[src/hdl/branch_pkg.sv]
// shared types and constants for the conditional relative branch unit
package branch_pkg;

    // datapath widths
    localparam int PC_W = 16;
    localparam int K_W = 7;
    localparam int ADDR_W = 8;
    localparam int DATA_W = 16;

    // the constant one in program_counter + k + 1
    localparam logic [PC_W-1:0] PC_STEP = 16'h0001;

    // branch operations presented by the instruction decoder
    typedef enum logic [3:0] {
        OP_NOT_EQUAL = 4'h0,
        OP_CARRY_SET = 4'h1,
        OP_CARRY_CLEAR = 4'h2,
        OP_SAME_OR_HIGHER = 4'h3,
        OP_LOWER = 4'h4,
        OP_MINUS = 4'h5,
        OP_PLUS = 4'h6,
        OP_SIGNED_GE = 4'h7,
        OP_SIGNED_LT = 4'h8,
        OP_HALF_CARRY_SET = 4'h9,
        OP_HALF_CARRY_CLEAR = 4'hA,
        OP_TRANSFER_SET = 4'hB,
        OP_TRANSFER_CLEAR = 4'hC,
        OP_OVERFLOW_SET = 4'hD
    } branch_op_t;

    localparam int OP_COUNT = 16;

    // status flags as read from the status register
    typedef struct packed {
        logic half_carry;
        logic transfer;
        logic negative;
        logic overflow;
        logic zero;
        logic carry;
    } status_flags_t;

    // one branch request from the decoder
    typedef struct packed {
        logic valid;
        branch_op_t op;
        logic [K_W-1:0] offset;
        logic [PC_W-1:0] program_counter;
        status_flags_t flags;
    } branch_req_t;

    // branch result handed to the program counter
    typedef struct packed {
        logic taken;
        logic [PC_W-1:0] next_pc;
    } branch_res_t;

    // sequencer states, one-hot
    typedef enum logic [1:0] {
        ST_IDLE = 2'b01,
        ST_REFILL = 2'b10
    } seq_state_t;

    // register map
    localparam logic [ADDR_W-1:0] ADDR_CTRL = 8'h00;
    localparam logic [ADDR_W-1:0] ADDR_TAKEN_COUNT = 8'h01;
    localparam logic [ADDR_W-1:0] ADDR_FALL_COUNT = 8'h02;
    localparam logic [ADDR_W-1:0] ADDR_LAST_TARGET = 8'h03;
    localparam logic [ADDR_W-1:0] ADDR_STATE = 8'h04;

    // control and state fields
    localparam int CTRL_COUNT_EN_BIT = 0;
    localparam int CTRL_CLEAR_BIT = 1;
    localparam int STATE_BUSY_BIT = 0;
    localparam int STATE_TAKEN_BIT = 1;
    localparam logic [DATA_W-1:0] CTRL_RESET = 16'h0001;
    localparam logic [DATA_W-1:0] COUNT_STEP = 16'h0001;
    localparam logic [DATA_W-1:0] DATA_ZERO = 16'h0000;
    localparam logic [PC_W-1:0] PC_ZERO = 16'h0000;

endpackage

[src/hdl/branch_condition.sv]
// evaluates the flag test of one branch operation
`timescale 1ns/1ps
`default_nettype none
module branch_condition (
    input wire branch_pkg::branch_op_t op,
    input wire branch_pkg::status_flags_t flags,
    output logic taken
);
    logic [branch_pkg::OP_COUNT-1:0] cond_vec;
    logic signed_less;

    // signed compare result from negative xor overflow
    assign signed_less = flags.negative ^ flags.overflow;

    // one condition per operation code
    assign cond_vec[branch_pkg::OP_NOT_EQUAL] = ~flags.zero;
    assign cond_vec[branch_pkg::OP_CARRY_SET] = flags.carry;
    assign cond_vec[branch_pkg::OP_LOWER] = flags.carry;
    assign cond_vec[branch_pkg::OP_CARRY_CLEAR] = ~flags.carry;
    assign cond_vec[branch_pkg::OP_SAME_OR_HIGHER] = ~flags.carry;
    assign cond_vec[branch_pkg::OP_MINUS] = flags.negative;
    assign cond_vec[branch_pkg::OP_PLUS] = ~flags.negative;
    assign cond_vec[branch_pkg::OP_SIGNED_GE] = ~signed_less;
    assign cond_vec[branch_pkg::OP_SIGNED_LT] = signed_less;
    assign cond_vec[branch_pkg::OP_HALF_CARRY_SET] = flags.half_carry;
    assign cond_vec[branch_pkg::OP_HALF_CARRY_CLEAR] = ~flags.half_carry;
    assign cond_vec[branch_pkg::OP_TRANSFER_SET] = flags.transfer;
    assign cond_vec[branch_pkg::OP_TRANSFER_CLEAR] = ~flags.transfer;
    assign cond_vec[branch_pkg::OP_OVERFLOW_SET] = flags.overflow;
    // undefined codes never branch
    assign cond_vec[branch_pkg::OP_COUNT-1:branch_pkg::OP_COUNT-2] = 2'h0;

    assign taken = cond_vec[op];

endmodule // branch_condition
`default_nettype wire

[src/hdl/branch_target.sv]
// forms the branch target and the fall-through address
`timescale 1ns/1ps
`default_nettype none
module branch_target (
    input wire logic [branch_pkg::PC_W-1:0] program_counter,
    input wire logic [branch_pkg::K_W-1:0] offset,
    output logic [branch_pkg::PC_W-1:0] target,
    output logic [branch_pkg::PC_W-1:0] fall_through
);
    logic [branch_pkg::PC_W-1:0] offset_ext;

    // sign-extend k, counted in instruction words
    assign offset_ext = {{(branch_pkg::PC_W-branch_pkg::K_W){offset[branch_pkg::K_W-1]}},
                         offset};
    // program_counter + k + 1, wrapping at the counter width
    assign target = program_counter + offset_ext + branch_pkg::PC_STEP;
    assign fall_through = program_counter + branch_pkg::PC_STEP;

endmodule // branch_target
`default_nettype wire

[src/hdl/branch_unit.sv]
// conditional relative branch unit with result sequencing and status registers
//
// Functional notes
// - not-equal branches when zero flag is 0
// - carry set and lower branch on carry 1
// - carry clear, same-or-higher branch on carry 0
// - minus branches when negative flag is 1
// - plus branches when negative flag is 0
// - signed ge branches when negative xor overflow 0
// - signed lt branches when negative xor overflow 1
// - half-carry set branches when half-carry is 1
// - half-carry clear branches when half-carry is 0
// - transfer set branches when transfer flag 1
// - transfer clear branches when transfer flag 0
// - overflow set branches when overflow flag 1
// - target is pc+k+1, flags untouched, 1/2 cycles
`timescale 1ns/1ps
`default_nettype none
module branch_unit (
    input wire logic clock,
    input wire logic reset,
    input wire logic clock_en,
    input wire branch_pkg::branch_req_t req,
    output logic req_ready,
    output logic res_valid_r,
    output branch_pkg::branch_res_t res_r,
    input wire logic [branch_pkg::ADDR_W-1:0] reg_addr,
    input wire logic [branch_pkg::DATA_W-1:0] reg_wdata,
    input wire logic reg_write,
    input wire logic reg_read,
    output logic [branch_pkg::DATA_W-1:0] reg_rdata_r
);
    branch_pkg::seq_state_t state_r;
    branch_pkg::seq_state_t state_nxt;
    logic cond_taken;
    logic accept;
    logic [branch_pkg::PC_W-1:0] target;
    logic [branch_pkg::PC_W-1:0] fall_through;
    branch_pkg::branch_res_t res_nxt;
    logic [branch_pkg::DATA_W-1:0] ctrl_r;
    logic [branch_pkg::DATA_W-1:0] taken_count_r;
    logic [branch_pkg::DATA_W-1:0] fall_count_r;
    logic [branch_pkg::PC_W-1:0] last_target_r;
    logic last_taken_r;
    logic count_en;
    logic count_clear;
    logic wr_ctrl;
    logic [branch_pkg::DATA_W-1:0] rd_mux;
    logic [branch_pkg::DATA_W-1:0] state_word;

    // flag test and address arithmetic
    branch_condition u_cond (
        .op(req.op),
        .flags(req.flags),
        .taken(cond_taken)
    );

    branch_target u_target (
        .program_counter(req.program_counter),
        .offset(req.offset),
        .target(target),
        .fall_through(fall_through)
    );

    // handshake: a taken branch holds off the next request one cycle
    assign req_ready = (state_r == branch_pkg::ST_IDLE);
    assign accept = req.valid && req_ready;

    // result selection; the flags are only read, never written back
    assign res_nxt.taken = cond_taken;
    assign res_nxt.next_pc = cond_taken ? target : fall_through;

    // sequencer next state
    always_comb begin
        state_nxt = state_r;
        unique case (state_r)
            branch_pkg::ST_IDLE: begin
                if (accept && cond_taken) begin
                    state_nxt = branch_pkg::ST_REFILL;
                end
            end
            branch_pkg::ST_REFILL: begin
                state_nxt = branch_pkg::ST_IDLE;
            end
            default: begin
                state_nxt = branch_pkg::ST_IDLE;
            end
        endcase
    end

    // sequencer and result registers
    always_ff @(posedge clock) begin
        if (reset) begin
            state_r <= branch_pkg::ST_IDLE;
            res_valid_r <= 1'b0;
            res_r <= '0;
        end else if (clock_en) begin
            state_r <= state_nxt;
            res_valid_r <= accept;
            if (accept) begin
                res_r <= res_nxt;
            end
        end
    end

    // register decode
    assign wr_ctrl = reg_write && (reg_addr == branch_pkg::ADDR_CTRL);
    assign count_en = ctrl_r[branch_pkg::CTRL_COUNT_EN_BIT];
    assign count_clear = wr_ctrl && reg_wdata[branch_pkg::CTRL_CLEAR_BIT];
    assign state_word = {{(branch_pkg::DATA_W-2){1'b0}}, last_taken_r,
                         (state_r == branch_pkg::ST_REFILL)};
    assign rd_mux = (reg_addr == branch_pkg::ADDR_CTRL) ? ctrl_r :
                    (reg_addr == branch_pkg::ADDR_TAKEN_COUNT) ? taken_count_r :
                    (reg_addr == branch_pkg::ADDR_FALL_COUNT) ? fall_count_r :
                    (reg_addr == branch_pkg::ADDR_LAST_TARGET) ? last_target_r :
                    (reg_addr == branch_pkg::ADDR_STATE) ? state_word :
                    branch_pkg::DATA_ZERO;

    // control register; the clear bit acts on write and is not stored
    always_ff @(posedge clock) begin
        if (reset) begin
            ctrl_r <= branch_pkg::CTRL_RESET;
        end else if (clock_en && wr_ctrl) begin
            ctrl_r <= reg_wdata & branch_pkg::CTRL_RESET;
        end
    end

    // branch statistics; a clear in the same cycle as an event loses to it
    always_ff @(posedge clock) begin
        if (reset) begin
            taken_count_r <= branch_pkg::DATA_ZERO;
            fall_count_r <= branch_pkg::DATA_ZERO;
        end else if (clock_en) begin
            if (count_clear) begin
                taken_count_r <= branch_pkg::DATA_ZERO;
                fall_count_r <= branch_pkg::DATA_ZERO;
            end
            if (accept && count_en && cond_taken) begin
                taken_count_r <= count_clear ? branch_pkg::COUNT_STEP
                                             : taken_count_r + branch_pkg::COUNT_STEP;
            end
            if (accept && count_en && !cond_taken) begin
                fall_count_r <= count_clear ? branch_pkg::COUNT_STEP
                                            : fall_count_r + branch_pkg::COUNT_STEP;
            end
        end
    end

    // last outcome seen by software
    always_ff @(posedge clock) begin
        if (reset) begin
            last_target_r <= branch_pkg::PC_ZERO;
            last_taken_r <= 1'b0;
        end else if (clock_en && accept) begin
            last_target_r <= res_nxt.next_pc;
            last_taken_r <= cond_taken;
        end
    end

    // read data stands only in the cycle after the strobe
    always_ff @(posedge clock) begin
        if (reset) begin
            reg_rdata_r <= branch_pkg::DATA_ZERO;
        end else if (clock_en) begin
            reg_rdata_r <= reg_read ? rd_mux : branch_pkg::DATA_ZERO;
        end
    end

    // condition checks on the registered result
    ne_cond_a: assert property (@(posedge clock) disable iff (reset)
        (clock_en && accept && req.op == branch_pkg::OP_NOT_EQUAL)
        |=> (res_r.taken == !$past(req.flags.zero)))
        else $error("not-equal outcome wrong");
    carry_set_a: assert property (@(posedge clock) disable iff (reset)
        (clock_en && accept && (req.op == branch_pkg::OP_CARRY_SET
                                || req.op == branch_pkg::OP_LOWER))
        |=> (res_r.taken == $past(req.flags.carry)))
        else $error("carry-set or lower outcome wrong");
    carry_clear_a: assert property (@(posedge clock) disable iff (reset)
        (clock_en && accept && (req.op == branch_pkg::OP_CARRY_CLEAR
                                || req.op == branch_pkg::OP_SAME_OR_HIGHER))
        |=> (res_r.taken == !$past(req.flags.carry)))
        else $error("carry-clear or same-or-higher outcome wrong");
    minus_cond_a: assert property (@(posedge clock) disable iff (reset)
        (clock_en && accept && req.op == branch_pkg::OP_MINUS)
        |=> (res_r.taken == $past(req.flags.negative)))
        else $error("minus outcome wrong");
    plus_cond_a: assert property (@(posedge clock) disable iff (reset)
        (clock_en && accept && req.op == branch_pkg::OP_PLUS)
        |=> (res_r.taken == !$past(req.flags.negative)))
        else $error("plus outcome wrong");
    signed_ge_a: assert property (@(posedge clock) disable iff (reset)
        (clock_en && accept && req.op == branch_pkg::OP_SIGNED_GE)
        |=> (res_r.taken == ($past(req.flags.negative) == $past(req.flags.overflow))))
        else $error("signed ge outcome wrong");
    signed_lt_a: assert property (@(posedge clock) disable iff (reset)
        (clock_en && accept && req.op == branch_pkg::OP_SIGNED_LT)
        |=> (res_r.taken == ($past(req.flags.negative) != $past(req.flags.overflow))))
        else $error("signed lt outcome wrong");
    half_set_a: assert property (@(posedge clock) disable iff (reset)
        (clock_en && accept && req.op == branch_pkg::OP_HALF_CARRY_SET)
        |=> (res_r.taken == $past(req.flags.half_carry)))
        else $error("half-carry set outcome wrong");
    half_clear_a: assert property (@(posedge clock) disable iff (reset)
        (clock_en && accept && req.op == branch_pkg::OP_HALF_CARRY_CLEAR)
        |=> (res_r.taken == !$past(req.flags.half_carry)))
        else $error("half-carry clear outcome wrong");
    transfer_set_a: assert property (@(posedge clock) disable iff (reset)
        (clock_en && accept && req.op == branch_pkg::OP_TRANSFER_SET)
        |=> (res_r.taken == $past(req.flags.transfer)))
        else $error("transfer set outcome wrong");
    transfer_clear_a: assert property (@(posedge clock) disable iff (reset)
        (clock_en && accept && req.op == branch_pkg::OP_TRANSFER_CLEAR)
        |=> (res_r.taken == !$past(req.flags.transfer)))
        else $error("transfer clear outcome wrong");
    overflow_set_a: assert property (@(posedge clock) disable iff (reset)
        (clock_en && accept && req.op == branch_pkg::OP_OVERFLOW_SET)
        |=> (res_r.taken == $past(req.flags.overflow)))
        else $error("overflow set outcome wrong");

    // address and timing checks
    target_addr_a: assert property (@(posedge clock) disable iff (reset)
        (clock_en && accept && cond_taken)
        |=> (res_valid_r && res_r.next_pc == $past(req.program_counter)
             + {{(branch_pkg::PC_W-branch_pkg::K_W){$past(req.offset[branch_pkg::K_W-1])}},
                $past(req.offset)} + branch_pkg::PC_STEP))
        else $error("branch target not pc+k+1");
    taken_two_a: assert property (@(posedge clock) disable iff (reset)
        (clock_en && accept && cond_taken) ##1 clock_en
        |-> !req_ready ##1 req_ready)
        else $error("taken branch not two cycles");
    fall_one_a: assert property (@(posedge clock) disable iff (reset)
        (clock_en && accept && !cond_taken)
        |=> (req_ready && res_r.next_pc == $past(req.program_counter) + branch_pkg::PC_STEP))
        else $error("fall-through not one cycle");

    // result pulse, hold, refusal and last-outcome checks
    res_pulse_a: assert property (@(posedge clock) disable iff (reset)
        (clock_en && !accept)
        |=> !res_valid_r)
        else $error("result valid longer than one cycle");
    res_hold_a: assert property (@(posedge clock) disable iff (reset)
        !(clock_en && accept)
        |=> $stable(res_r))
        else $error("result changed without a request");
    refill_refuse_a: assert property (@(posedge clock) disable iff (reset)
        (clock_en && req.valid && !req_ready)
        |=> !res_valid_r)
        else $error("request taken during refill");
    last_outcome_a: assert property (@(posedge clock) disable iff (reset)
        (clock_en && accept)
        |=> (last_taken_r == res_r.taken && last_target_r == res_r.next_pc))
        else $error("last outcome differs from result");

    // register port read data and control clear-bit checks
    rdata_idle_a: assert property (@(posedge clock) disable iff (reset)
        (clock_en && !reg_read)
        |=> (reg_rdata_r == branch_pkg::DATA_ZERO))
        else $error("read data not zero outside a read");
    rdata_count_a: assert property (@(posedge clock) disable iff (reset)
        (clock_en && reg_read && reg_addr == branch_pkg::ADDR_TAKEN_COUNT)
        |=> (reg_rdata_r == $past(taken_count_r)))
        else $error("taken count read back wrong");
    busy_bit_a: assert property (@(posedge clock) disable iff (reset)
        (clock_en && reg_read && reg_addr == branch_pkg::ADDR_STATE)
        |=> (reg_rdata_r[branch_pkg::STATE_BUSY_BIT] == !$past(req_ready)))
        else $error("busy bit does not show the refill cycle");
    unmapped_read_a: assert property (@(posedge clock) disable iff (reset)
        (clock_en && reg_read && reg_addr > branch_pkg::ADDR_STATE)
        |=> (reg_rdata_r == branch_pkg::DATA_ZERO))
        else $error("unmapped read not zero");
    ctrl_clear_a: assert property (@(posedge clock) disable iff (reset)
        (clock_en && wr_ctrl)
        |=> !ctrl_r[branch_pkg::CTRL_CLEAR_BIT])
        else $error("clear bit stored in control");

    // branch statistics checks; an event beside a clear wins
    taken_count_a: assert property (@(posedge clock) disable iff (reset)
        (clock_en && accept && count_en && cond_taken && !count_clear)
        |=> (taken_count_r == $past(taken_count_r) + branch_pkg::COUNT_STEP))
        else $error("taken count did not step");
    fall_count_a: assert property (@(posedge clock) disable iff (reset)
        (clock_en && accept && count_en && !cond_taken && !count_clear)
        |=> (fall_count_r == $past(fall_count_r) + branch_pkg::COUNT_STEP))
        else $error("not-taken count did not step");
    set_wins_a: assert property (@(posedge clock) disable iff (reset)
        (clock_en && accept && count_en && count_clear)
        |=> (taken_count_r + fall_count_r == branch_pkg::COUNT_STEP))
        else $error("event beside a clear lost");
    clear_wins_a: assert property (@(posedge clock) disable iff (reset)
        (clock_en && count_clear && !(accept && count_en))
        |=> (taken_count_r == branch_pkg::DATA_ZERO
             && fall_count_r == branch_pkg::DATA_ZERO))
        else $error("counters not cleared");
    count_hold_a: assert property (@(posedge clock) disable iff (reset)
        (clock_en && !count_en && !count_clear)
        |=> ($stable(taken_count_r) && $stable(fall_count_r)))
        else $error("counters moved while counting is off");

    // reset state and clock-enable freeze
    reset_state_a: assert property (@(posedge clock)
        reset
        |=> (req_ready && !res_valid_r && ctrl_r == branch_pkg::CTRL_RESET
             && reg_rdata_r == branch_pkg::DATA_ZERO))
        else $error("reset state wrong");
    freeze_hold_a: assert property (@(posedge clock) disable iff (reset)
        !clock_en
        |=> ($stable(state_r) && $stable(res_valid_r) && $stable(taken_count_r)
             && $stable(reg_rdata_r)))
        else $error("state moved while clock enable low");

endmodule // branch_unit
`default_nettype wire

[config.mk]
export PLATFORM = sky130hd
export DESIGN_NAME = branch_unit
export DESIGN_NICKNAME = d
export VERILOG_FILES = /design/src/hdl/branch_pkg.sv /design/src/hdl/branch_condition.sv /design/src/hdl/branch_target.sv /design/src/hdl/branch_unit.sv
export SDC_FILE = /design/constraint.sdc
export NUM_CORES = 1
export LEC_CHECK = 0
export BUFFER_PORTS_ARGS = -buffer_cell sky130_fd_sc_hd__buf_2
export CAP_MARGIN = 20
export CORE_ASPECT_RATIO = 0.75
export CORE_MARGIN = 2
export CORE_UTILIZATION = 61
export DETAILED_ROUTE_END_ITERATION = 12
export PLACE_DENSITY = 0.83
export RECOVER_POWER = 25
export SETUP_SLACK_MARGIN = 0.2
export SYNTH_ARGS = -nofsm -noshare
export SYNTH_HDL_FRONTEND = slang
export SYNTH_SLANG_ARGS = --single-unit
[constraint.sdc]
create_clock -name clock -period 5.65 [get_ports clock]
set_input_delay 0.2825 -clock clock [delete_from_list [all_inputs] [get_ports clock]]
set_output_delay 0.2825 -clock clock [all_outputs]
set_load 0.01 [all_outputs]
* Word level (Yosys, flattened, before mapping) *
Index checks and enable logic that the tools add are counted.
W data, S select, Z words.

word-level totals
  bits in registers = 86
  output and inout port bits = 35

cells by class
  $add $sub $neg = 5
  $lt $le $gt $ge = 1
  equal/unequal tests = 7
  muxes and demuxes = 16
  bitwise logic cells = 7
  reductions and logical operators = 17

operators by type and width
  operator                 number
  $mux W16                 11
  $add A16 B1 Y16 const B  4
  $add A16 B16 Y16         1
  $eq A8 B2 Y1 const B     2
  $logic_and A1 B1 Y1      9
  $eq A8 B1 Y1 const B     1
  $eq A8 B3 Y1 const B     1
  $logic_not A8 Y1         1
  $reduce_and A2 Y1        4
  $mux W2                  3
  $not A1 Y1               6
  $lt A4 B5 Y1 const B     1
  $bmux W1 S4              1
  $reduce_bool A2 Y1       2
  $eq A2 B1 Y1 const B     1
  $eq A2 B2 Y1 const B     1
  $ne A2 B1 Y1 const B     1
  $logic_not A1 Y1         1
  $mux W1                  1
  $xor A1 B1 Y1            1

* Logic depth before layout (Yosys ltp) *
Gate-level depths: netlist of the first run.

  depth after elaboration = 8
  mapped depth = 10
  gate-level depth less buffers = 10

* Cells and area by module *
Synthesis of the first run repeated with hierarchy kept, for this count alone.

second synthesis, totals
  cells, all modules = 594
  area total of the unflattened synthesis = 4966.0 um2

by module, submodules not included
  module            instances  cells each  area an instance (um2)  sequential area each (um2)
  branch_unit       1          427         3772.4                  1381.3
  branch_target     1          149         1058.5                  0.0
  branch_condition  1          18          135.1                   0.0

* Least setup slack after synthesis of the first run *
No wires, ideal clock.

  path kind = in2reg
  start = input req[6] in the netlist's numbering
  end = register res_r[14] in the netlist's numbering
  data arrival time = 2.317 ns
  required time = 5.586 ns
  path slack = 3.269 ns
  cell stages on the path = 10
  cell sequence = inv_1 ha_1 inv_1 fa_1 a21o_1 a221oi_1 o31ai_1 a221o_1 a41o_1 nor2_1

on the way
  word-level cells in the longest chain between the ends = 3
  elaborated cells between the ends (all ways) = 4
  those cells by class = 3 x add/sub; 1 x mux

RTL lines
  element               RTL line             source
  start, declared       branch_unit.sv:23    input wire branch_pkg::branch_req_t req,
  $add A16 B16 Y16      branch_target.sv:16  assign target = program_counter + offset_ext + branch_pkg::PC_STEP;
  $add A16 B1 Y16       branch_target.sv:16
  $mux W16 *            branch_unit.sv:71    assign res_nxt.next_pc = cond_taken ? target : fall_through;
  end signal, assigned  branch_unit.sv:101   res_r <= res_nxt;
  end, declared         branch_unit.sv:26    output branch_pkg::branch_res_t res_r,

Mark *: on every way between the ends. The rest lies on a longest branch, timed or not.
A chain may end at the register's enable or synchronous reset.

* Worst setup path after layout of the first run *
Ends and elaborated chain as after synthesis.

==> results of run 1 <==
## worst max-delay path by stage
stage,start,end,slack (ns),cells past startpoint
floorplan,req[6],res_r[14]$_SDFFE_PP0P_,3.27,10
global placement,req[6],res_r[14]$_SDFFE_PP0P_,2.80,11
detailed placement,req[6],res_r[14]$_SDFFE_PP0P_,2.72,11
CTS,req[6],res_r[14]$_SDFFE_PP0P_,3.09,11
global route,req[6],res_r[14]$_SDFFE_PP0P_,2.91,11
finish,req[6],res_r[14]$_SDFFE_PP0P_,3.07,11
## worst min-delay path: cells and delay by family
| family | cells | cell delay, ns |
|---|---|---|
| buffers and inverters | 1 | 0.08 |
| and+or+nand+nor | 1 | 0.06 |
| muxes | 1 | 0.05 |
## per-layer routing
layer,share of wire,vias to the layer above
li1,-,2541
met1,0.45,2570
met2,0.42,336
met3,0.12,30
met4,0.017,0
met5,0,-
## metrics by stage
step | cells | utilization | total power [mW]
2_1_floorplan | 642 | - | 0.6998
3_3_place_gp | 803 | 0.6901 | 0.7857
3_5_place_dp | 803 | 0.6901 | 0.7937
4_1_cts | 819 | 0.7212 | 1.286
5_1_grt | 820 | 0.7181 | 1.341
6_report | 820 | 0.7181 | 1.298
## report_power, final
part           internal (mW)  switching (mW)  leakage [nW]
clock network          0.304           0.202         0.119
registers              0.499          0.0134         0.559
logic                  0.101           0.178          1.51
total                  0.904           0.394          2.19
## Yosys cell counts, types with 3 or more instances
cell / n / area, sq um
dfxtp_1: 69 / 1381
nand2_1: 53 / 198.9
nor2_1: 51 / 191.4
a21oi_1: 48 / 240.2
nand3_1: 34 / 170.2
o21ai_0: 31 / 155.2
clkbuf_1: 25 / 93.84
inv_1: 21 / 78.83
ha_1: 18 / 225.2
nor2b_1: 18 / 112.6
a22o_1: 17 / 148.9
nand2b_1: 16 / 100.1
mux2_2: 15 / 168.9
nand3b_1: 15 / 112.6
nand4_1: 15 / 93.84
xnor2_1: 14 / 122.6
and3_1: 13 / 81.33
xor2_1: 13 / 113.9
nor3_1: 12 / 60.06
a21o_1: 10 / 75.07
a31oi_1: 9 / 56.30
a211oi_1: 8 / 60.06
a311oi_1: 8 / 70.07
mux2i_1: 8 / 80.08
nor4_1: 8 / 50.05
o211ai_1: 6 / 45.04
nor3b_1: 5 / 37.54
o21a_1: 5 / 37.54
a22oi_1: 4 / 30.03
and2_1: 4 / 25.02
and4_1: 4 / 35.03
buf_2: 4 / 20.02
or4_1: 4 / 30.03
nand4b_1: 3 / 26.28
o21ai_1: 3 / 15.01
o311ai_0: 3 / 26.28
o31ai_1: 3 / 22.52
o41ai_1: 3 / 26.28
## kinds of logic (layout without fill, tap and decap cells)
logic type	Yosys count	after routing	synth area share
muxes	23	23	0.04943
AOI/OAI and AO/OA	181	181	0.2486
buffers and inverters	53	126	0.04272
xor gates and xnor gates	27	27	0.04695
and+or+nand+nor	270	270	0.2894
adders and majority gates	19	19	0.04868
DFF	69	69	0.2742
## flip-flops by register name, indices dropped and copies added, names as in the netlist
register       flops
state_r            2
ctrl_r             1
reg_rdata_r       16
fall_count_r      16
res_r             17
taken_count_r     16
res_valid_r        1
## final cells by class
class / instances / area share
clock buffer: 10 / 0.02410
clock inverter: 6 / 0.01928
inverter: 21 / 0.01380
multi-input combinational: 520 / 0.6030
sequential: 69 / 0.2419
tap: 105 / 0.02301
timing repair buffer: 89 / 0.07493
==> results by group, run 1 <==
Outcome
  – Outcome: completed

Clock tree
  – Root Driver: clkbuf_8
  – Post_cts resized: 0
  – CTS Sinks: 69
  – Postcts setup bufs: 0
  – Max H-tree Level: 3
  – Reg clk slew, reported paths: about 0.080 ns
  – Worst-Skew Late Latency: approximately 0.36 ns
  – CTS Buffer Depth: 2
  – Cts hold-fix bufs: 0
  – CTS Buf Count: 9
  – CTS tree: built

Cells and area
  – Highest-count cells in the layout ignoring fill and taps: dfxtp_1, buf_2, nand2_1
  – Commonest non-fill, non-tap cell in the layout: dfxtp_1
  – Filler cells: 659
  – Multi-input logic area: 3443 sq um
  – Fin nets: ~790
  – Final Cell Area: between 5000 and 6000 sq um
  – Syn-to-layout area delta: 13.36%
  – Layout cell share with drive strength beyond 1: 0.1483
  – N_diodes: 0
  – Total area of sequential cells: between 1000 and 1500 sq um

Worst setup path
  – Worst setup EP type: flip-flop
  – CP required: 5.94 ns
  – Worst r2r dst: res_r[15]$_SDFFE_PP0P_
  – Crit path DAT: 2.87 ns
  – Most common cell on crit path: inv_1
  – Startpoint Class: primary input
  – FF-to-FF setup slack: 3.29 ns
  – Crit Path Max Fanout: 5
  – Reg-to-reg critical path startpoint: state_r[0]$_SDFFE_PP1P_
  – Critical path class: in2reg
  – CP peak stage delay: 0.61 ns
  – Slowest CP cell: a221oi_1
  – Crit path buffers/inverters: 3
  – Cell count of the worst reg-to-reg path: 5
  – CP top delay family: compound AO/OA/AOI/OAI gates
  – Crit-path cells: buf_2, inv_1, ha_1, inv_1, fa_1, a21o_1, a221oi_1, o31ai_1, a221o_1, a41o_1, nor2_1

Synth
  – Post-synthesis sequential area ratio: 0.2742
  – Yosys reg bits: 69
  – Syn Inst Count: 642
  – Post-synth EDFFs: 0
  – Synth Flop Type: dfxtp_1
  – Mapped cell area: 5037 sq um
  – Avg Inst Size Synth: between 7 and 8 sq um
  – Synth warnings: 0
  – Asr flop ratio synth: 0
  – Synth unique cells: 72
  – Synthesized Nets: 724

Power
  – Leak: 2.186 nW
  – Max rail drop VDD: about 270 uV
  – PD cells: 227.3 nW/um^2

Timing
  – Final min period: 2.583 ns
  – Worst Clk Skew: 0.009727 ns
  – Final Hold Vio Count: 0
  – Worst slew pin tran: roughly 1.1 ns
  – Worst rel slew slack: 0.2846
  – Setup TNS Final: 0 ns
  – Fmax: roughly 390 MHz
  – Final setup vio count: 0
  – Hold Worst Slack: 0.1512 ns
  – Final setup margin: between 3 and 4 ns
  – Fin crit share: 0.4572
  – Final Max Slew Viols: 0
  – Setup repair after global routing missed its margin: no

Place
  – DP Worst Slack: 2.723 ns
  – Placed Area: 5488 sq um
  – Port bufs: 83
  – GP Congestion: 0.9896
  – Detailed placer's ending HPWL: 11070 um

Global route
  – Met2 usage: 0.5211
  – GRT overflow: 0
  – Initial antenna violation count: 1
  – First-pass GRT wire length: between 20000 and 25000 um
  – Busiest grt layer: met2
  – Vias in the first global route: 4836
  – Global routing usage on met1: 0.4945
  – Routing usage on met3: 0.08948
  – Pin count of the biggest net entering global routing: 62
  – GRT Overall Usage: 0.3467

Route
  – Initial detailed-routing violation count: 632
  – Vias per std cell: approximately 6.7
  – DRT Pass-1 Iters: 5
  – Final ANT Viol Nets: 0
  – Final WL: 15350 um
  – DR vias: 5477
  – Drt drc: 0
  – Drt wl/cell: roughly 19 um

Worst hold path
  – Worst hold path type: in2reg
  – HP Start: reg_wdata[0]
  – WHS Path Cells: 3
  – Min-Delay Endpoint: ctrl_r[0]$_SDFFE_PP1P_

Flow run
  – Max-capacitance violation count: 0

Floorplan
  – Die height: 82.70 um
  – IO Pins: 98
  – Die area: 9009 sq um
  – Core Region: 7953 sq um
  – Std-Cell Rows: 28
  – Chip Width: 108.9 um
  – Starting density of the core: 0.6334
Note: power is estimated with default switching activity, not from simulation.
==> run 2, diff against run 1 <==
--- a/config.mk
+++ b/config.mk
@@ -9,9 +9,9 @@
 export CAP_MARGIN = 20
 export CORE_ASPECT_RATIO = 0.75
 export CORE_MARGIN = 2
-export CORE_UTILIZATION = 61
+export CORE_UTILIZATION = 56
 export DETAILED_ROUTE_END_ITERATION = 12
-export PLACE_DENSITY = 0.83
+export PLACE_DENSITY = 0.77
 export RECOVER_POWER = 25
 export SETUP_SLACK_MARGIN = 0.2
 export SYNTH_ARGS = -nofsm -noshare
==> constraint.sdc (replaced) <==
create_clock -name clock -period 2.5 [get_ports clock]
set_input_delay 0.125 -clock clock [delete_from_list [all_inputs] [get_ports clock]]
set_output_delay 0.125 -clock clock [all_outputs]
set_load 0.01 [all_outputs]
==> results by group, run 2 (synthesized netlist as in run 1, its figures left out) <==
Outcome
  – Outcome: completed

Cells and area
  – Fin nets: 810
  – Multi-input logic area: 3441 sq um
  – Highest-count cells in the layout ignoring fill and taps: dfxtp_1, buf_2, nand2_1
  – Post-layout util: 0.6814
  – Commonest non-fill, non-tap cell in the layout: dfxtp_1
  – Fin cells: 840
  – Filler cells: 726
  – Biggest register: res_r
  – Syn-to-layout area delta: 16.32%
  – Max FFs per register: 17
  – Total area of sequential cells: 1381 sq um
  – N_diodes: 0
  – Layout cell share with drive strength beyond 1: 0.1626

Place
  – GP Congestion: approximately 0.94
  – Placed Cells incl. Taps: 825
  – Detailed placer's ending HPWL: approximately 12000 um
  – Port bufs: 83
  – DP Worst Slack: around 0.034 ns

Floorplan
  – Die area: 9778 sq um
  – Die height: 86.14 um
  – IO Pins: between 90 and 100
  – Starting density of the core: 0.5858
  – Core Region: approximately 8600 sq um
  – Std-Cell Rows: 29
  – Chip Width: 113.5 um

Route
  – DRT Pass-1 Iters: 5
  – Final WL: 15550 um
  – Vias per std cell: about 6.5
  – WL met3: 1609 um
  – DR vias: 5484
  – Final ANT Viol Nets: 0
  – Met2 wire length: 6569 um
  – Drt wl/cell: 18.52 um
  – Top Metal Used: met4
  – Routed met1 length: 7088 um
  – Initial detailed-routing violation count: 492
  – Drt drc: 0

Timing
  – Worst rel slew slack: 0.6327
  – Final setup margin: 0.3618 ns
  – Fin crit share: 0.8553
  – Worst slew pin tran: ~0.55 ns
  – Final min period: about 2.1 ns
  – Final setup vio count: 0
  – Fmax: 467.7 MHz
  – Final Max Slew Viols: 0
  – Final Hold Vio Count: 0
  – Worst Clk Skew: 0.003402 ns
  – Setup repair after global routing missed its margin: no
  – Hold Worst Slack: 0.02454 ns
  – Setup TNS Final: 0 ns

Worst setup path
  – Worst r2r dst: taken_count_r[3]$_SDFFE_PP0P_
  – Reg-to-reg critical path startpoint: state_r[0]$_SDFFE_PP1P_
  – Worst setup EP type: flip-flop
  – CP required: 2.78 ns
  – Critical path class: in2reg
  – Cell count of the worst reg-to-reg path: 5
  – FF-to-FF setup slack: 0.40 ns
  – Crit path DAT: 2.41 ns
  – Startpoint Class: primary input
  – Crit Path Max Fanout: 4

Clock tree
  – Cts hold-fix bufs: 0
  – Post_cts resized: 0
  – Postcts setup bufs: 0
  – CTS tree: built
  – Max H-tree Level: 3
  – CTS Sinks: 69
  – Worst-Skew Late Latency: 0.34 ns
  – Reg clk slew, reported paths: ~0.05 ns
  – CTS Buf Count: 9
  – CTS Buffer Depth: 2
  – Root Driver: clkbuf_16

Flow run
  – Max-capacitance violation count: 0

Power
  – PD cells: 506.1 nW/um^2
  – Max rail drop VDD: 354.5 uV
  – Leak: about 2.3 nW

Global route
  – Vias in the first global route: approximately 5000
  – First-pass GRT wire length: approximately 25000 um
  – GRT Overall Usage: 0.3264
  – GRT overflow: 0
  – Pin count of the biggest net entering global routing: 27
  – Initial antenna violation count: 0

Worst hold path
  – Worst hold path type: in2reg
  – Min-Delay Endpoint: ctrl_r[0]$_SDFFE_PP1P_
  – HP Start: reg_wdata[0]
  – WHS Path Cells: 3
run 2: worst max path at each step:
| stage | from | endpoint | slack, ns | cells past startpoint |
|---|---|---|---|---|
| floorplan | req[6] | res_r[14]$_SDFFE_PP0P_ | 0.28 | 10 |
| global placement | req[6] | res_r[14]$_SDFFE_PP0P_ | 0.09 | 12 |
| detailed placement | req[6] | res_r[14]$_SDFFE_PP0P_ | 0.03 | 12 |
| CTS | req[6] | res_r[14]$_SDFFE_PP0P_ | 0.38 | 12 |
| global route | req[6] | res_r[14]$_SDFFE_PP0P_ | 0.24 | 12 |
| finish | req[6] | res_r[14]$_SDFFE_PP0P_ | 0.36 | 12 |
run 2: final cells by class:
type / count / share of cell area
inverter: 21 / 0.01345
clock buffer: 13 / 0.04271
multi-input combinational: 520 / 0.5872
clock inverter: 2 / 0.001708
timing repair buffer: 107 / 0.09609
tap: 108 / 0.02306
sequential: 69 / 0.2357
run 2: worst max-delay path, stage by stage:
cell and delay [ns]:
buf_2 0.10, inv_1 0.07, ha_1 0.19, inv_1 0.07, fa_1 0.40, a21o_1 0.20, a221oi_1 0.28, buf_4 0.19
o31ai_1 0.10, a221o_1 0.35, a41o_1 0.24, nor2_1 0.09
run 2: report_power, final:
part	internal, mW	total, mW	leakage [nW]	switching, mW
clock	0.690	1.15	0.129	0.459
combinational	0.252	0.656	1.59	0.405
sequential	1.13	1.16	0.559	0.0306
total	2.07	2.97	2.28	0.895
run 2: per-stage QoR:
step / area (sq um) / power (mW)
floorplan: 5037 / 1.582
global placement: 5632 / 1.809
detailed placement: 5632 / 1.823
CTS: 5892 / 2.965
global route: 5859 / 3.081
finish: 5859 / 2.965
run 2: layer usage:
layer / vias to the layer above / track usage
met3: 31 / 0.06643
met1: 2567 / 0.4807
met5: - / 0
met2: 311 / 0.4769
li1: 2575 / -
met4: 0 / 0.1042
==> run 3, diff against run 2 <==
--- a/config.mk
+++ b/config.mk
@@ -14,6 +14,9 @@
 export PLACE_DENSITY = 0.77
 export RECOVER_POWER = 25
 export SETUP_SLACK_MARGIN = 0.2
+export SKIP_CTS_REPAIR_TIMING = 1
+export SKIP_LAST_GASP = 1
 export SYNTH_ARGS = -nofsm -noshare
 export SYNTH_HDL_FRONTEND = slang
+export SYNTH_HIERARCHICAL = 1
 export SYNTH_SLANG_ARGS = --single-unit
==> results by group, run 3 <==
Outcome
  – Outcome: completed

Power
  – Part of the power in combinational logic: 0.208
  – Leak: approximately 2.2 nW
  – Clock network fraction of design power: 0.411
  – Final Power: approximately 3.0 mW
  – Reported net switching power: 0.8536 mW
  – Sw Share: 0.2803
  – Seq pwr share: 0.381
  – Max rail drop VDD: 382.5 uV
  – PD cells: 529.4 nW/um^2
  – Cell Int Power: 2.192 mW

Worst setup path
  – Reg-to-reg critical path startpoint: taken_count_r[3]$_SDFFE_PP0P_
  – CP startpoint: req[29]
  – Crit path DAT: 2.43 ns
  – Crit-path cells: buf_2, nand2_2, o21a_1, o311ai_0, a2bb2oi_2, nand3_1, or2_1, a2111oi_2, mux2i_1
  – Startpoint Class: primary input
  – Crit Path Max Fanout: 7
  – Slowest CP cell: a2111oi_2
  – CP peak stage delay: ~0.42 ns
  – Worst setup EP type: flip-flop
  – Critical path class: in2reg
  – CP required: 2.76 ns

Synth
  – Post-synthesis sequential area ratio: 0.2782
  – Avg Inst Size Synth: roughly 8.4 sq um
  – Synth unique cells: 76
  – Yosys reg bits: between 60 and 70
  – Synth warnings: 6
  – Asr flop ratio synth: 0
  – Yosys top cell area share: 0.2782
  – Mapped cell area: around 5000 sq um
  – Post-synth EDFFs: 0
  – Synth area leader: dfxtp_1
  – Area contributors post-synth: dfxtp_1, ha_1, mux2i_1
  – Most frequent cell after synthesis: dfxtp_1
  – Synthesized Nets: 676
  – Syn Inst Count: 594
  – Synth Flop Type: dfxtp_1
  – List of most frequent post-synthesis cells: dfxtp_1, nor2_1, nand2_1

Place
  – GP Congestion: just over 1
  – Placed Cells incl. Taps: 763
  – Port bufs: 83
  – Placed Area: 5477 sq um
  – Detailed placer's ending HPWL: 10750 um

Timing
  – Setup repair after global routing missed its margin: no
  – Final min period: roughly 2.2 ns
  – Fin crit share: 0.8684
  – Worst slew pin tran: around 1.0 ns
  – Final setup vio count: 0
  – Fmax: 460.6 MHz
  – Worst Clk Skew: 0.009755 ns
  – Final Hold Vio Count: 0
  – Final Max Slew Viols: 0
  – Worst rel slew slack: 0.3013

Cells and area
  – Multi-input logic area: 3349 sq um
  – Syn-to-layout area delta: 15.85%
  – Filler cells: slightly above 700
  – Final Cell Area: approximately 5800 sq um
  – N_diodes: 0
  – Max FFs per register: 17
  – Fin nets: 748
  – Highest-count cells in the layout ignoring fill and taps: dfxtp_1, buf_2, nor2_1
  – Layout cell share with drive strength beyond 1: 0.1896
  – Commonest non-fill, non-tap cell in the layout: dfxtp_1
  – Fin cells: 778
  – Total area of sequential cells: 1381 sq um
  – Biggest register: res_r

Route
  – Final WL: 14570 um
  – DRT Pass-1 Iters: 6
  – Vias per std cell: about 6.5
  – Initial detailed-routing violation count: 449
  – DR vias: 5060
  – Drt drc: 0
  – Final ANT Viol Nets: 0
  – Drt wl/cell: 18.72 um

Clock tree
  – CTS Sinks: 69
  – Root Driver: clkbuf_16
  – CTS Buf Count: 9
  – Reg clk slew, reported paths: roughly 0.06 ns
  – CTS tree: built
  – Worst-Skew Late Latency: approximately 0.34 ns
  – Max H-tree Level: 3
  – CTS Buffer Depth: 2

Global route
  – Pin count of the biggest net entering global routing: 37
  – GRT overflow: 0
  – Vias in the first global route: 4694
  – GRT Overall Usage: 0.3071
  – Initial antenna violation count: 0
  – First-pass GRT wire length: between 20000 and 25000 um

Floorplan
  – Die height: 85.56 um
  – IO Pins: 98
  – Die area: 9645 sq um
  – Core Region: 8527 sq um
  – Std-Cell Rows: 29
  – Starting density of the core: 0.5824
  – Chip Width: 112.7 um

Worst hold path
  – Worst hold path type: in2reg
  – HP Start: reg_read

Flow run
  – Max-capacitance violation count: 0
-- run 3: power by group through the flow --
stage          combinational [mW]  sequential, mW  clock (mW)
2_1_floorplan               0.410            1.18           0
3_3_place_gp                0.601            1.18           0
3_5_place_dp                0.619            1.18           0
4_1_cts                     0.624            1.16        1.25
5_1_grt                     0.694            1.16        1.31
6_report                    0.634            1.16        1.25
-- run 3: cell type report --
cell class,instances,area share
multi-input cells,466,0.5822
inverters,19,0.01240
well taps,108,0.02349
flip-flops and latches,69,0.2401
clock buffers,15,0.05176
repair buffers,101,0.09004
-- run 3: path summary, 6_finish.rpt --
path,slack (ns),to,depth (start not counted)
min,0.10,reg_rdata_r[0]$_SDFFE_PP0P_,3
max,0.33,taken_count_r[15]$_SDFFE_PP0P_,9
max reg2reg,0.44,taken_count_r[15]$_SDFFE_PP0P_,4
min reg2reg,0.49,reg_rdata_r[1]$_SDFFE_PP0P_,2
-- run 3: layer usage --
metal	wire [um]	share of wire	global-route usage	up-vias
met5	0	0	0	-
met4	303	0.021	0.08315	0
met3	1407	0.097	0.07350	37
met1	6735	0.46	0.4405	2342
met2	6121	0.42	0.4643	267
li1	-	-	-	2414
-- run 3: critical path, delay by kind of cell --
kind	cells	cell delay, ns
and+or+nand+nor	3	0.57
AOI/OAI and AO/OA	4	1.26
muxes	1	0.29
buffers and inverters	1	0.17
-- run 3: through the flow --
step / setup TNS [ns] / hold slack, ns / util / worst slack [ns]
floorplan: 0 / 0.2711 / - / 0.2607
global placement: 0 / 0.4395 / 0.6423 / 0.03506
detailed placement: -0.01696 / 0.4427 / 0.6423 / -0.01696
CTS: 0 / 0.09941 / 0.6772 / 0.2484
global route: 0 / 0.1143 / 0.6747 / 0.2019
finish: 0 / 0.1023 / 0.6747 / 0.3290
-- run 3: cells by family (layout without fill, tap and decap cells) --
kind of cell | Yosys count | after routing | synth area share
buffers and inverters | 59 | 135 | 0.05089
AOI/OAI and AO/OA | 156 | 156 | 0.2459
DFF | 69 | 69 | 0.2782
and+or+nand+nor | 223 | 223 | 0.2429
xor gates and xnor gates | 32 | 32 | 0.05644
adders and majority gates | 19 | 19 | 0.04938
muxes | 36 | 36 | 0.07634
